--- config.mk ---
export PLATFORM = sky130hd
export DESIGN_NAME = tmrx_top
export DESIGN_NICKNAME = d
export VERILOG_FILES = /design/src/design/tmrx_pkg.sv /design/src/design/tmrx_edge_det.sv /design/src/design/tmrx_top.sv
export SDC_FILE = /design/constraint.sdc
export NUM_CORES = 1
export LEC_CHECK = 0
export ABC_AREA = 1
export BUFFER_PORTS_ARGS = -buffer_cell sky130_fd_sc_hd__buf_2
export CAP_MARGIN = 0
export CORE_MARGIN = 1
export CORE_UTILIZATION = 45
export CTS_CLUSTER_SIZE = 12
export DETAILED_ROUTE_END_ITERATION = 6
export GPL_TIMING_DRIVEN = 0
export HOLD_SLACK_MARGIN = 0.15
export PLACE_DENSITY = 0.73
export SLEW_MARGIN = 25
export SYNTH_ARGS = -nofsm -noshare
export SYNTH_HDL_FRONTEND = slang
export SYNTH_SLANG_ARGS = --single-unit
export TNS_END_PERCENT = 50
--- constraint.sdc ---
create_clock -name clk -period 1.4 [get_ports clk]
set_input_delay 0 -clock clk [delete_from_list [all_inputs] [get_ports clk]]
set_output_delay 0 -clock clk [all_outputs]
set_load 0.02 [all_outputs]
--- src/design/tmrx_pkg.sv ---
// package: register map, field positions and types for the timer/external interrupt block
package tmrx_pkg;
  // register byte offsets on the apb bus
  localparam logic [7:0] TMRX_OFF_TCTRL = 8'h00;
  localparam logic [7:0] TMRX_OFF_EXTCTRL = 8'h04;
  localparam logic [7:0] TMRX_OFF_TFLAGS = 8'h08;
  localparam logic [7:0] TMRX_OFF_IRQSTAT = 8'h0C;
  localparam logic [7:0] TMRX_OFF_IRQMASK = 8'h10;
  localparam logic [7:0] TMRX_OFF_STATE = 8'h14;
  // tctrl fields
  localparam int TMRX_TC_RUN = 0;
  localparam int TMRX_TC_EXEN = 1;
  localparam int TMRX_TC_NODE_EN = 2;
  // extctrl fields (per channel: bypass, falling edge)
  localparam int TMRX_EC_BYP0 = 0;
  localparam int TMRX_EC_FALL0 = 1;
  localparam int TMRX_EC_BYP1 = 2;
  localparam int TMRX_EC_FALL1 = 3;
  // tflags fields (write 1 clears, also software set of ovf and ext only, via bits 8 and 9)
  localparam int TMRX_TF_OVF = 0;
  localparam int TMRX_TF_EXT = 1;
  localparam int TMRX_TF_XREQ0 = 2;
  localparam int TMRX_TF_XREQ1 = 3;
  localparam int TMRX_TF_XFLG0 = 4;
  localparam int TMRX_TF_XFLG1 = 5;
  localparam int TMRX_TF_SET_SHIFT = 8;
  // irq status fields
  localparam int TMRX_IS_TMR = 0;
  localparam int TMRX_IS_X0 = 1;
  localparam int TMRX_IS_X1 = 2;
  localparam int TMRX_IRQ_W = 3;
  // reset values
  localparam logic [2:0] TMRX_TCTRL_RST = 3'h0;
  localparam logic [3:0] TMRX_EXTCTRL_RST = 4'h0;
  localparam logic [TMRX_IRQ_W-1:0] TMRX_MASK_RST = 3'h0;
  localparam logic [31:0] TMRX_RD_UNMAPPED = 32'h0;

  // apb request as seen by the slave
  typedef struct packed {
    logic psel;
    logic penable;
    logic pwrite;
    logic [7:0] paddr;
    logic [31:0] pwdata;
  } tmrx_apb_req_s;

  // events of one external interrupt channel
  typedef struct packed {
    logic edge_seen;
    logic pin_q;
  } tmrx_ext_s;
endpackage

--- src/design/tmrx_edge_det.sv ---
// rising edge detector for a request line, sampled every clock
`timescale 1ns/1ps
`default_nettype none
module tmrx_edge_det (
  // clock and reset
  input wire logic clk,
  input wire logic reset_n,
  // request line in, edge pulse out
  input wire logic line,
  output logic rise
);
  logic prev_q;
  logic prev_d;

  // previous sample, compared with current one
  always_comb begin
    prev_d = line;
    rise = line & ~prev_q;
  end

  always_ff @(posedge clk) begin
    if (!reset_n) begin
      prev_q <= 1'b0;
    end else begin
      prev_q <= prev_d;
    end
  end
endmodule
`default_nettype wire

--- src/design/tmrx_top.sv ---
// timer/external interrupt request detection block with apb registers
`timescale 1ns/1ps
`default_nettype none
module tmrx_top
  import tmrx_pkg::*;
(
  // clock and reset
  input wire logic clk,
  input wire logic reset_n,
  // apb slave
  input wire logic psel,
  input wire logic penable,
  input wire logic pwrite,
  input wire logic [7:0] paddr,
  input wire logic [31:0] pwdata,
  output logic [31:0] prdata,
  output logic pready,
  output logic pslverr,
  // timer events (same clock domain)
  input wire logic timer_overflow_event,
  input wire logic timer_external_event,
  // external interrupt pins (asynchronous)
  input wire logic ext_pin_zero,
  input wire logic ext_pin_one,
  // core interface
  input wire logic vector_ext_zero,
  input wire logic vector_ext_one,
  output logic timer_node_request,
  output logic ext_zero_request,
  output logic ext_one_request,
  output logic irq
);
  tmrx_apb_req_s req;
  logic wr_en;
  logic rd_en;

  // control registers
  logic [2:0] tctrl_q, tctrl_d;
  logic [3:0] extctrl_q, extctrl_d;
  logic [TMRX_IRQ_W-1:0] mask_q, mask_d;
  // flags
  logic timer_overflow_flag_q, timer_overflow_flag_d;
  logic timer_external_event_flag_q, timer_external_event_flag_d;
  logic [1:0] xreq_q, xreq_d; // request flags in timer control register
  logic [1:0] xflg_q, xflg_d; // flags in interrupt request control zero
  logic [TMRX_IRQ_W-1:0] stat_q, stat_d;
  // outputs
  logic [31:0] prdata_q, prdata_d;
  logic pready_q, pready_d;
  logic pslverr_q, pslverr_d;
  logic tnode_q, tnode_d;
  logic [1:0] xout_q, xout_d;
  logic irq_q, irq_d;
  // pins and edges
  logic [1:0] sync1_q, sync2_q, pin_prev_q;
  logic [1:0] fall_flag_prev_q;
  logic merged_line;
  logic timer_rise;
  logic [1:0] fall_edge;
  logic [1:0] rise_edge;
  logic [1:0] ext_event;
  logic [1:0] xflg_clr;

  assign req = '{psel: psel, penable: penable, pwrite: pwrite, paddr: paddr, pwdata: pwdata};
  // slave always answers in the access cycle, no wait states
  assign wr_en = req.psel & req.penable & req.pwrite;
  assign rd_en = req.psel & req.penable & ~req.pwrite;

  // merged request line leaving the timer kernel
  assign merged_line = timer_overflow_flag_q | timer_external_event_flag_q;

  // level on merged line is ignored; only its rise counts
  tmrx_edge_det u_edge (
    .clk(clk),
    .reset_n(reset_n),
    .line(merged_line),
    .rise(timer_rise)
  );

  // two-stage synchronisers, then edge detection off the second stage
  always_ff @(posedge clk) begin
    if (!reset_n) begin
      sync1_q <= 2'h0;
      sync2_q <= 2'h0;
      pin_prev_q <= 2'h0; // same as sync stage, so no false edge after reset
      fall_flag_prev_q <= 2'h0;
    end else begin
      sync1_q <= {ext_pin_one, ext_pin_zero};
      sync2_q <= sync1_q;
      pin_prev_q <= sync2_q;
      fall_flag_prev_q <= xflg_q;
    end
  end

  // per channel event: normal edge, or bypass quirk on flag clear
  genvar g;
  generate
    for (g = 0; g < 2; g++) begin : g_ext
      logic byp;
      logic fall_mode;
      assign byp = extctrl_q[2*g];
      assign fall_mode = extctrl_q[2*g+1];
      assign fall_edge[g] = pin_prev_q[g] & ~sync2_q[g];
      assign rise_edge[g] = ~pin_prev_q[g] & sync2_q[g];
      assign xflg_clr[g] = wr_en && req.paddr == TMRX_OFF_TFLAGS
                           && req.pwdata[TMRX_TF_XFLG0+g];
      // bypass detector sees a falling edge again after its flag drops
      assign ext_event[g] = (fall_mode ? fall_edge[g] : rise_edge[g])
                            | (byp & fall_mode & fall_flag_prev_q[g] & ~xflg_q[g]
                               & ~sync2_q[g]);
    end
  endgenerate

  // flags, control, status
  always_comb begin
    tctrl_d = tctrl_q;
    extctrl_d = extctrl_q;
    mask_d = mask_q;
    timer_overflow_flag_d = timer_overflow_flag_q;
    timer_external_event_flag_d = timer_external_event_flag_q;
    xreq_d = xreq_q;
    xflg_d = xflg_q;
    stat_d = stat_q;
    if (wr_en) begin
      case (req.paddr)
        TMRX_OFF_TCTRL: tctrl_d = req.pwdata[2:0];
        TMRX_OFF_EXTCTRL: extctrl_d = req.pwdata[3:0];
        TMRX_OFF_IRQMASK: mask_d = req.pwdata[TMRX_IRQ_W-1:0];
        TMRX_OFF_TFLAGS: begin
          if (req.pwdata[TMRX_TF_OVF]) timer_overflow_flag_d = 1'b0;
          if (req.pwdata[TMRX_TF_EXT]) timer_external_event_flag_d = 1'b0;
          if (req.pwdata[TMRX_TF_XREQ0]) xreq_d[0] = 1'b0;
          if (req.pwdata[TMRX_TF_XREQ1]) xreq_d[1] = 1'b0;
          xflg_d = xflg_q & ~xflg_clr;
          if (req.pwdata[TMRX_TF_SET_SHIFT + TMRX_TF_OVF]) timer_overflow_flag_d = 1'b1;
          if (req.pwdata[TMRX_TF_SET_SHIFT + TMRX_TF_EXT]) timer_external_event_flag_d = 1'b1;
        end
        default: begin
        end
      endcase
    end
    // read of status clears it; hardware sets below still win
    if (rd_en && req.paddr == TMRX_OFF_IRQSTAT) begin
      stat_d = '0;
    end
    // vectoring clears the request flag
    if (vector_ext_zero) xreq_d[0] = 1'b0;
    if (vector_ext_one) xreq_d[1] = 1'b0;
    // hardware sets win over software clears
    if (tctrl_q[TMRX_TC_RUN] && timer_overflow_event) begin
      timer_overflow_flag_d = 1'b1;
    end
    if (tctrl_q[TMRX_TC_RUN] && tctrl_q[TMRX_TC_EXEN] && timer_external_event) begin
      timer_external_event_flag_d = 1'b1;
    end
    for (int i = 0; i < 2; i++) begin
      if (ext_event[i]) begin
        xreq_d[i] = 1'b1;
        xflg_d[i] = 1'b1;
      end
    end
    // a stuck timer line only hides the timer's own edge
    if (timer_rise) stat_d[TMRX_IS_TMR] = 1'b1;
    if (ext_event[0]) stat_d[TMRX_IS_X0] = 1'b1;
    if (ext_event[1]) stat_d[TMRX_IS_X1] = 1'b1;
  end

  always_ff @(posedge clk) begin
    if (!reset_n) begin
      tctrl_q <= TMRX_TCTRL_RST;
      extctrl_q <= TMRX_EXTCTRL_RST;
      mask_q <= TMRX_MASK_RST;
      timer_overflow_flag_q <= 1'b0;
      timer_external_event_flag_q <= 1'b0;
      xreq_q <= 2'h0;
      xflg_q <= 2'h0;
      stat_q <= '0;
    end else begin
      tctrl_q <= tctrl_d;
      extctrl_q <= extctrl_d;
      mask_q <= mask_d;
      timer_overflow_flag_q <= timer_overflow_flag_d;
      timer_external_event_flag_q <= timer_external_event_flag_d;
      xreq_q <= xreq_d;
      xflg_q <= xflg_d;
      stat_q <= stat_d;
    end
  end

  // bus answer and registered outputs
  always_comb begin
    pready_d = psel & ~penable;
    pslverr_d = 1'b0;
    prdata_d = prdata_q;
    if (psel && !penable) begin
      prdata_d = TMRX_RD_UNMAPPED;
      case (paddr)
        TMRX_OFF_TCTRL: prdata_d = {29'h0, tctrl_q};
        TMRX_OFF_EXTCTRL: prdata_d = {28'h0, extctrl_q};
        TMRX_OFF_TFLAGS: prdata_d = {26'h0, xflg_q, xreq_q,
                                     timer_external_event_flag_q, timer_overflow_flag_q};
        TMRX_OFF_IRQSTAT: prdata_d = {29'h0, stat_q};
        TMRX_OFF_IRQMASK: prdata_d = {29'h0, mask_q};
        TMRX_OFF_STATE: prdata_d = {29'h0, merged_line, sync2_q[1], sync2_q[0]};
        default: pslverr_d = 1'b1;
      endcase
    end
    // one-cycle pulse to core on timer rise, gated by node enable
    tnode_d = timer_rise & tctrl_q[TMRX_TC_NODE_EN];
    xout_d = xreq_d;
    irq_d = |(stat_d & mask_q);
  end

  always_ff @(posedge clk) begin
    if (!reset_n) begin
      prdata_q <= 32'h0;
      pready_q <= 1'b0;
      pslverr_q <= 1'b0;
      tnode_q <= 1'b0;
      xout_q <= 2'h0;
      irq_q <= 1'b0;
    end else begin
      prdata_q <= prdata_d;
      pready_q <= pready_d;
      pslverr_q <= pslverr_d;
      tnode_q <= tnode_d;
      xout_q <= xout_d;
      irq_q <= irq_d;
    end
  end

  assign prdata = prdata_q;
  assign pready = pready_q;
  assign pslverr = pslverr_q;
  assign timer_node_request = tnode_q;
  assign ext_zero_request = xout_q[0];
  assign ext_one_request = xout_q[1];
  assign irq = irq_q;
endmodule
`default_nettype wire

=== After elaboration in Yosys (flattened, before gate mapping) ===
Index checks and enable logic that the tools add are counted.

* Register bits: 64
* Bits of input ports: 51
* Output and inout bits: 38
* Word-level logic and storage cells: 126

* Eq/ne operators: 5
* Multiplexer cells: 30
* Bitwise logic cells: 33
* Reductions and logical operators: 38

{| class="wikitable"
|+ Operators with widths
! kind !! count
|-
| 6-bit case mux with 6 select lines || 1
|-
| 1-bit two-way mux || 24
|-
| 3-bit nonzero test || 8
|-
| 1-bit bitwise AND || 18
|-
| 8-bit by 4-bit == test with 1-bit output (second input constant) || 2
|-
| 8-bit by 5-bit == test with 1-bit output (second input constant) || 2
|-
| 2-bit nonzero test || 8
|-
| 2-bit AND reduction || 6
|-
| 3-bit AND reduction || 4
|-
| 1-bit inverter || 9
|-
| 8-bit by 3-bit == test with 1-bit output (second input constant) || 1
|-
| 1-bit logical AND || 8
|-
| 8-bit logical NOT || 1
|-
| 2-bit two-way mux || 4
|-
| 6-bit OR reduction || 1
|-
| 3-bit bitwise AND || 1
|-
| 3-bit two-way mux || 1
|-
| 1-bit bitwise OR || 3
|-
| 3-bit OR reduction || 1
|-
| 2-bit bitwise AND || 1
|-
| 2-bit inverter || 1
|-
| 1-bit logical NOT || 1
|}

=== Longest topological paths before layout ===
Gate-level depths: netlist (run 1).

* Depth after elaboration: 9
* Gate-level depth with buffers: 10
* Depth with buffers taken out: 9

=== By module ===
A second synthesis (run 1) with hierarchy kept.

* Cell total of the unflattened synthesis: 273
* Area total of the unflattened synthesis: 1906.8 um^2

{| class="wikitable"
|+ By module, submodules not included
! module !! instances !! cells each !! area an instance (um^2) !! sequential area each (um^2)
|-
| tmrx_top || 1 || 268 || 1869.3 || 740.7
|-
| tmrx_edge_det || 1 || 5 || 37.5 || 20.0
|}

=== Worst setup path before layout (run 1) ===
No wires, ideal clock.

* Path type: flip-flop to flip-flop
* Start: register sync2_q[0]
* End: register irq_q, in the netlist irq
* Library setup time: 0.119 ns
* Arrival: 0.968 ns
* Data required time: 1.281 ns
* Setup slack: 0.312 ns
* Stages on the path, launching flop included: 8
* Path buffers: 0
* Period minus slack after synthesis: 1.088 ns
* Path through: dfxtp_1 inv_1 nand3_1 o21ai_0 o21ai_0 nand2_1 nand2_1 nand3_1

* Word-level cells in the longest chain between the ends: 7
* Elaborated cells on any way between the ends: 9
* Classes of those cells: mux: 2; bitwise: 6; reduce/logical: 1

{| class="wikitable"
|+ RTL lines
! what !! line !! RTL
|-
| start, declared || tmrx_top.sv:55 || <nowiki>logic [1:0] sync1_q, sync2_q, pin_prev_q;</nowiki>
|-
| start signal, assigned || tmrx_top.sv:89 || <nowiki>sync2_q <= sync1_q;</nowiki>
|-
| 1-bit inverter || tmrx_top.sv:103, tmrx_top.sv:110 ||
|-
| 1-bit bitwise AND || tmrx_top.sv:103 || <nowiki>assign fall_edge[g] = pin_prev_q[g] & ~sync2_q[g];</nowiki>
|-
| 1-bit two-way mux || tmrx_top.sv:108 || <nowiki>assign ext_event[g] = (fall_mode ? fall_edge[g] : rise_edge[g])</nowiki>
|-
| 1-bit bitwise OR * || tmrx_top.sv:109 || <nowiki>| (byp & fall_mode & fall_flag_prev_q[g] & ~xflg_q[g]</nowiki>
|-
| 1-bit two-way mux * || tmrx_top.sv:164 || <nowiki>if (ext_event[0]) stat_d[TMRX_IS_X0] = 1'b1;</nowiki>
|-
| 3-bit bitwise AND * || tmrx_top.sv:211 || <nowiki>irq_d = |(stat_d & mask_q);</nowiki>
|-
| 3-bit OR reduction * || tmrx_top.sv:211 ||
|-
| end signal, assigned || tmrx_top.sv:228 || <nowiki>irq_q <= irq_d;</nowiki>
|-
| end, declared || tmrx_top.sv:53 || <nowiki>logic irq_q, irq_d;</nowiki>
|}

Every way passes the cells marked *; elsewhere a longest branch is shown, timed or not.
A chain may end at the register's enable or synchronous reset.

=== Worst setup path in the final report (run 1) ===
* Start: register sync2_q[1]
* End: register irq_q, in the netlist irq

* Word-level cells in the longest chain between the ends: 7
* Elaborated cells on any way between the ends: 9
* Classes of those cells: mux: 2; bitwise: 6; reduce/logical: 1

{| class="wikitable"
|+ RTL lines
! what !! line !! RTL
|-
| 1-bit inverter || tmrx_top.sv:103, tmrx_top.sv:110 ||
|-
| 1-bit bitwise AND || tmrx_top.sv:103 ||
|-
| 1-bit two-way mux || tmrx_top.sv:108 ||
|-
| 1-bit bitwise OR * || tmrx_top.sv:109 ||
|-
| 1-bit two-way mux * || tmrx_top.sv:165 || <nowiki>if (ext_event[1]) stat_d[TMRX_IS_X1] = 1'b1;</nowiki>
|-
| 3-bit bitwise AND * || tmrx_top.sv:211 ||
|-
| 3-bit OR reduction * || tmrx_top.sv:211 ||
|}

Marked as above.

==> results.sh, run 1 <==
export IMPL_syn_area_mm2=0.001927
export IMPL_cp_start_kind="flop"
export IMPL_clkSinkCount=38
export IMPL_yosysTopAreaCell="dfxtp_1"
export IMPL_cp_common_cell="nand2_1"
export IMPL_synth_seq_cells=38
export IMPL_stdcell_area_mm2=0.002634
export IMPL_p_sw_share_pct=23.96
export IMPL_cts_buffer_depth=2
export IMPL_post_place_ws_ns=-0.003892
export IMPL_fin_util_pct=64.91
export IMPL_viasPerCell=4.501
export IMPL_instances_no_fill=425
export IMPL_grtUsageTotal_pct=20.83
export IMPL_critPathMaxFanout=3
export IMPL_intPower_mw=1.781
export IMPL_slowest_stage="dfxtp_1"
export IMPL_io_pins=89
export IMPL_fin_ws_ns=0.07051
export IMPL_first_iter_violations=81
export IMPL_vias=1913
export IMPL_overflow=0
export IMPL_cap_violations=0
export IMPL_drive_gt1_share_pct=22.67
export IMPL_slew_headroom_pct=62.71
export IMPL_slew_viol_final=0
export IMPL_nFillCells=388
export IMPL_seq_area_frac_synth_pct=39.48
export IMPL_worst_slew_pin_slew_ns=0.5594
export IMPL_port_buffers=37
export IMPL_period_minus_slack_ns=1.329
export IMPL_cts_root_buf="clkbuf_8"
export IMPL_dpl_cell_count=391
export IMPL_nets=425
export IMPL_end_kind="flop"
export IMPL_max_freq_ghz=0.7522
export IMPL_fin_crit_sh_pct=94.96
export IMPL_rsz0062_at_grt="false"
export IMPL_path_class="flop to flop"
export IMPL_p_per_area_mw_per_mm2=889.5
export IMPL_drc=0
export IMPL_worstPathCellList="inv_1 > nand2_1 > a21oi_1 > o21ai_0 > nand2_1 > nand2_1 > nand3_1"
export IMPL_h_tree_depth=2
export IMPL_postRouteWirelength_um=4468
export IMPL_leakagePower_nw=1.369
export IMPL_die_x_um=67.44
export IMPL_fin_hold_ws_ns=0.1850
export IMPL_hold_viol=0
export IMPL_start_util_pct=47.49
export IMPL_synth_area_top_cells="dfxtp_1 39%, nand2_1 11%, buf_4 10%"
export IMPL_fin_skew_ns=0.007558
export IMPL_crit_required_ns=1.58
export IMPL_rows=23
export IMPL_core_mm2=0.004058
export IMPL_finalPower_mw=2.343
export IMPL_irDropWorstVdd_v=0.0005642
export IMPL_die_area_mm2=0.004547
export IMPL_status="completed"
export IMPL_power_frac_clock_pct=38.3
export IMPL_synthCells=279
export IMPL_arrival_ns=1.51
export IMPL_power_share_combinational_pct=14.3
export IMPL_grt_start_max_net_pins=12
export IMPL_fin_setup_tns_ns=0
export IMPL_gp_congestion=0.8217
export IMPL_wire_per_inst_um=10.51
export IMPL_seqPwrFrac_pct=47.5
export IMPL_syn_to_final_growth_pct=36.69
export IMPL_critPathMaxStageDelay_ns=0.38
export IMPL_syn_avg_cell_area_um2=6.906
export IMPL_antenna_found_initial=0
export IMPL_ys_warn_count=0
export IMPL_power_switching_uw=561.4
export IMPL_place_area_mm2=0.002268
export IMPL_dp_hpwl_um=3219
export IMPL_antenna_cells=0
export IMPL_setup_violations=0
export IMPL_clk_latency_ns=0.29
export IMPL_cts_made_buffers=5
export IMPL_grt_pass1_vias=1656
export IMPL_cts_tree="done"
export IMPL_clk_pin_slew_ns=0.07
export IMPL_die_h_um=67.44
export IMPL_first_pass_iters=4
export IMPL_grt_pass1_wl_um=6906
export IMPL_drtAntennaViolNets=0
export IMPL_synth_top_area_share_pct=39.48
export IMPL_hp_class="input pin to flop"
export IMPL_netlist_cell_type_count=26
-- routing by layer --
metal	vias up	part of all wire [%]	global-route usage (%)
met3	10	6.1	5.405
met2	72	48	37.25
li1	1018	-	-
met1	813	44	23.09
met5	-	0	0
met4	0	1.4	8.777
-- sequential cells by signal, summed over array words and instances, names as in the netlist, 2 cells and up --
name              cells
fall_flag_prev_q      2
prdata                6
sync1_q               2
xflg_q                2
stat_q                3
mask_q                3
tctrl_q               3
pin_prev_q            2
xout_q                2
extctrl_q             4
sync2_q               2
-- what timing repair did --
item	in CTS	in global routing
hold buffers	23	1
pin swaps	0	1
gates resized for setup	1	1
setup buffers	0	2
hold endpoints to repair	29	2
setup endpoints to repair	1	3
-- Yosys cell counts (all sizes together) --
cell,instances
or2,1
nor3,4
inv,37
o21a,1
nand4,3
nand3b,1
a21oi,12
nand3,33
clkbuf,4
clkinv,2
nand2,64
nor2,34
buf,27
conb,1
o21ai,15
dfxtp,38
a31oi,2
-- cell families after synthesis --
logic type	count (synthesis)	synth area share [%]
compound gates	30	8.247
buf+inv	70	19.09
simple gates	140	32.99
other cells	1	0.1946
flops	38	39.48
-- final timing paths --
kind	slack [ns]	end	cells past startpoint	from
worst min register to register	0.42	sync2_q[0]	2	sync1_q[0]
worst max register to register	0.07	irq	7	sync2_q[1]
worst min-delay path	0.19	xout_q[1]	3	reset_n
worst max-delay path	0.07	irq	7	sync2_q[1]
-- power by group through the flow --
stage	Clock, mW	Sequential (mW)	Combinational (mW)
after global placement	0	1.14	0.275
after global routing	0.963	1.11	0.366
after detailed placement	0	1.14	0.278
final	0.896	1.11	0.334
after CTS	0.917	1.11	0.326
after floorplan	0	1.14	0.200
-- layout by cell type (no fill, tap or decap) --
cell / synthesis / final
or2_2: 1 / 1
buf_4: 26 / 28
inv_2: 1 / 1
inv_1: 36 / 36
o21ai_0: 13 / 12
o21ai_1: 2 / 2
nor3_1: 3 / 3
nand4_2: 1 / 1
nand3_1: 33 / 33
buf_2: 0 / 37
nor2_4: 2 / 2
nand2_4: 1 / 1
o21a_1: 1 / 1
bufinv_16: 0 / 1
nand2_2: 4 / 4
clkinv_1: 2 / 2
conb_1: 1 / 26
nand2_1: 59 / 59
a31oi_1: 2 / 2
dlygate4sd3_1: 0 / 24
buf_6: 1 / 1
a21oi_1: 11 / 11
nand3b_1: 1 / 1
nor3_4: 1 / 1
o21ai_2: 0 / 1
a21oi_2: 1 / 1
clkbuf_8: 0 / 5
nand4_1: 2 / 2
dfxtp_1: 38 / 38
clkbuf_1: 4 / 6
nor2_1: 32 / 32
-- critical path, delay by kind of cell, from the launching register on --
kind            cells  cell delay (ns)
buf+inv             1             0.07
flops               1             0.38
simple gates        4             0.36
compound gates      2             0.41
-- cell type report --
type	count	area [um2]	area share, %
inverters	39	146.4	5.558
repair buffers	63	440.4	16.72
clock inverters	1	30.03	1.140
clock buffers	7	76.32	2.898
flip-flops and latches	38	760.7	28.88
multi-input cells	196	895.9	34.01
well taps	50	62.56	2.375
plain buffers	31	221.5	8.409
No activity file was read; power rests on OpenSTA's default activity.
==> run 2: changes to the inputs <==
--- a/config.mk
+++ b/config.mk
@@ -10,6 +10,7 @@
 export CAP_MARGIN = 0
 export CORE_MARGIN = 1
 export CORE_UTILIZATION = 45
+export CTS_BUF_LIST = sky130_fd_sc_hd__clkbuf_8
 export CTS_CLUSTER_SIZE = 12
 export DETAILED_ROUTE_END_ITERATION = 6
 export GPL_TIMING_DRIVEN = 0
==> run 2 against run 1 <==
Compared with the run above: core utilization unchanged; combinational power hardly changed; sequential cell count stayed put; cell count unchanged; power decreased by 0.53%; clock power fell by 1%; cell area stayed put; critical path type unchanged.
==> results.sh, run 2 (synthesis gave the netlist of run 1 again) <==
export IMPL_viasPerCell=4.511
export IMPL_antenna_cells=0
export IMPL_crit_buf_inv=1
export IMPL_p_per_area_mw_per_mm2=884.8
export IMPL_io_pins=89
export IMPL_cts_tree="done"
export IMPL_grt_start_max_net_pins=12
export IMPL_cts_root_buf="clkbuf_8"
export IMPL_cts_buffer_depth=2
export IMPL_cp_start_kind="flop"
export IMPL_h_tree_depth=2
export IMPL_crit_family="compound AO/OA/AOI/OAI gates"
export IMPL_slowest_stage="dfxtp_1"
export IMPL_final_cell_mix="59 x nand2_1, 38 x inv_1, 38 x dfxtp_1"
export IMPL_period_minus_slack_ns=1.327
export IMPL_fin_crit_sh_pct=94.79
export IMPL_gp_congestion=0.8217
export IMPL_critPathMaxFanout=3
export IMPL_place_area_mm2=0.002268
export IMPL_postRouteWirelength_um=4462
export IMPL_clkSinkCount=38
export IMPL_grt_pass1_wl_um=6906
export IMPL_worst_r2r_path_depth=7
export IMPL_slew_viol_final=0
export IMPL_nets=425
export IMPL_die_x_um=67.44
export IMPL_leakagePower_nw=1.377
export IMPL_rr_startpoint="sync2_q[1]"
export IMPL_worstPathCellList="inv_1 > nand2_1 > a21oi_1 > o21ai_0 > nand2_1 > nand2_1 > nand3_1"
export IMPL_hp_class="input pin to flop"
export IMPL_final_common_cell="nand2_1"
export IMPL_first_pass_iters=5
export IMPL_die_area_mm2=0.004547
export IMPL_first_iter_violations=80
export IMPL_vias=1917
export IMPL_slew_headroom_pct=63.18
export IMPL_finalPower_mw=2.330
export IMPL_cp_common_cell="nand2_1"
export IMPL_status="completed"
export IMPL_irDropWorstVdd_v=0.0005643
export IMPL_worst_slew_pin_slew_ns=0.5523
export IMPL_hp_start="reset_n"
export IMPL_largest_register_ffs=6
export IMPL_drc=0
export IMPL_syn_to_final_growth_pct=36.69
export IMPL_end_kind="flop"
export IMPL_hold_viol=0
export IMPL_antenna_found_initial=0
export IMPL_stdcell_area_mm2=0.002634
export IMPL_instances_no_fill=425
export IMPL_dpl_cell_count=391
export IMPL_start_util_pct=47.49
export IMPL_clk_latency_ns=0.29
export IMPL_fin_skew_ns=0.008224
export IMPL_overflow=0
export IMPL_drtAntennaViolNets=0
export IMPL_cap_violations=0
export IMPL_critPathMaxStageDelay_ns=0.38
export IMPL_port_buffers=37
export IMPL_path_class="flop to flop"
export IMPL_grtUsageTotal_pct=20.83
export IMPL_rsz0062_at_grt="false"
export IMPL_fin_hold_ws_ns=0.1825
export IMPL_rows=23
export IMPL_setup_violations=0
export IMPL_dp_hpwl_um=3219
export IMPL_clk_pin_slew_ns=0.07
export IMPL_grt_pass1_vias=1656
export IMPL_timing_rr_end="irq"
export IMPL_crit_required_ns=1.58
export IMPL_fin_ws_ns=0.07296
export IMPL_max_freq_ghz=0.7536
export IMPL_die_h_um=67.44
export IMPL_arrival_ns=1.51
export IMPL_wire_per_inst_um=10.50
export IMPL_cts_made_buffers=5
export IMPL_hold_path_end="xout_q[1]"
export IMPL_hold_depth=3
export IMPL_r2r_slack_ns=0.07
export IMPL_post_place_ws_ns=-0.003892
export IMPL_drive_gt1_share_pct=22.67
export IMPL_core_mm2=0.004058
run 2: changes by cell type in the layout (fill, tap and decap cells not counted):
cell and delta:
clkbuf_1 -2, inv_1 +2
run 2: routing by layer:
metal	wire length, um	global-route usage (%)
met2	2167	37.25
met3	266	5.405
met5	0	0
met1	1965	23.09
met4	63	8.777
run 2: worst min-delay path: cells and delay by family:
kind                   cells  cell delay (ns)
AO/OA/AOI/OAI              1             0.22
buffers and inverters      1             0.14
AND/OR/NAND/NOR            1             0.07
run 2: what timing repair did:
| item | in CTS | in global routing |
|---|---|---|
| pin swaps | 0 | 1 |
| hold buffers | 23 | 1 |
| endpoints found under the hold margin | 29 | 2 |
| endpoints found under the setup margin | 1 | 3 |
| gates resized for setup | 1 | 1 |
| setup buffers | 0 | 2 |
run 2: how the worst max path moves through the flow:
| stage | endpoint | slack, ns | startpoint | cells after the start |
|---|---|---|---|---|
| floorplan | irq | 0.31 | sync2_q[0] | 7 |
| global placement | irq | 0.01 | sync2_q[0] | 7 |
| detailed placement | irq | -0.004 | sync2_q[0] | 7 |
| CTS | xout_q[1] | 0.03 | paddr[0] | 8 |
| global route | irq | 0.01 | sync2_q[1] | 7 |
| finish | irq | 0.07 | sync2_q[1] | 7 |
run 2: stage by stage:
step | utilization, % | TNS [ns]
floorplan | - | 0
finish | 64.91 | 0
global route | 64.91 | 0
detailed placement | 55.91 | -0.003892
global placement | 55.91 | 0
CTS | 64.20 | 0
run 2: layout make-up:
type / instances / area [um2]
buffer: 31 / 221.5
tap: 50 / 62.56
clock buffer: 5 / 68.82
timing repair buffer: 63 / 440.4
multi-input combinational: 196 / 895.9
fill: 388 / 1424
sequential: 38 / 760.7
inverter: 39 / 146.4
clock inverter: 3 / 37.54
run 2: power breakdown:
group / internal, mW / leakage (nW) / switching, mW
combinational: 0.147 / 1.01 / 0.187
clock: 0.518 / 0.0607 / 0.365
sequential: 1.10 / 0.308 / 0.0115
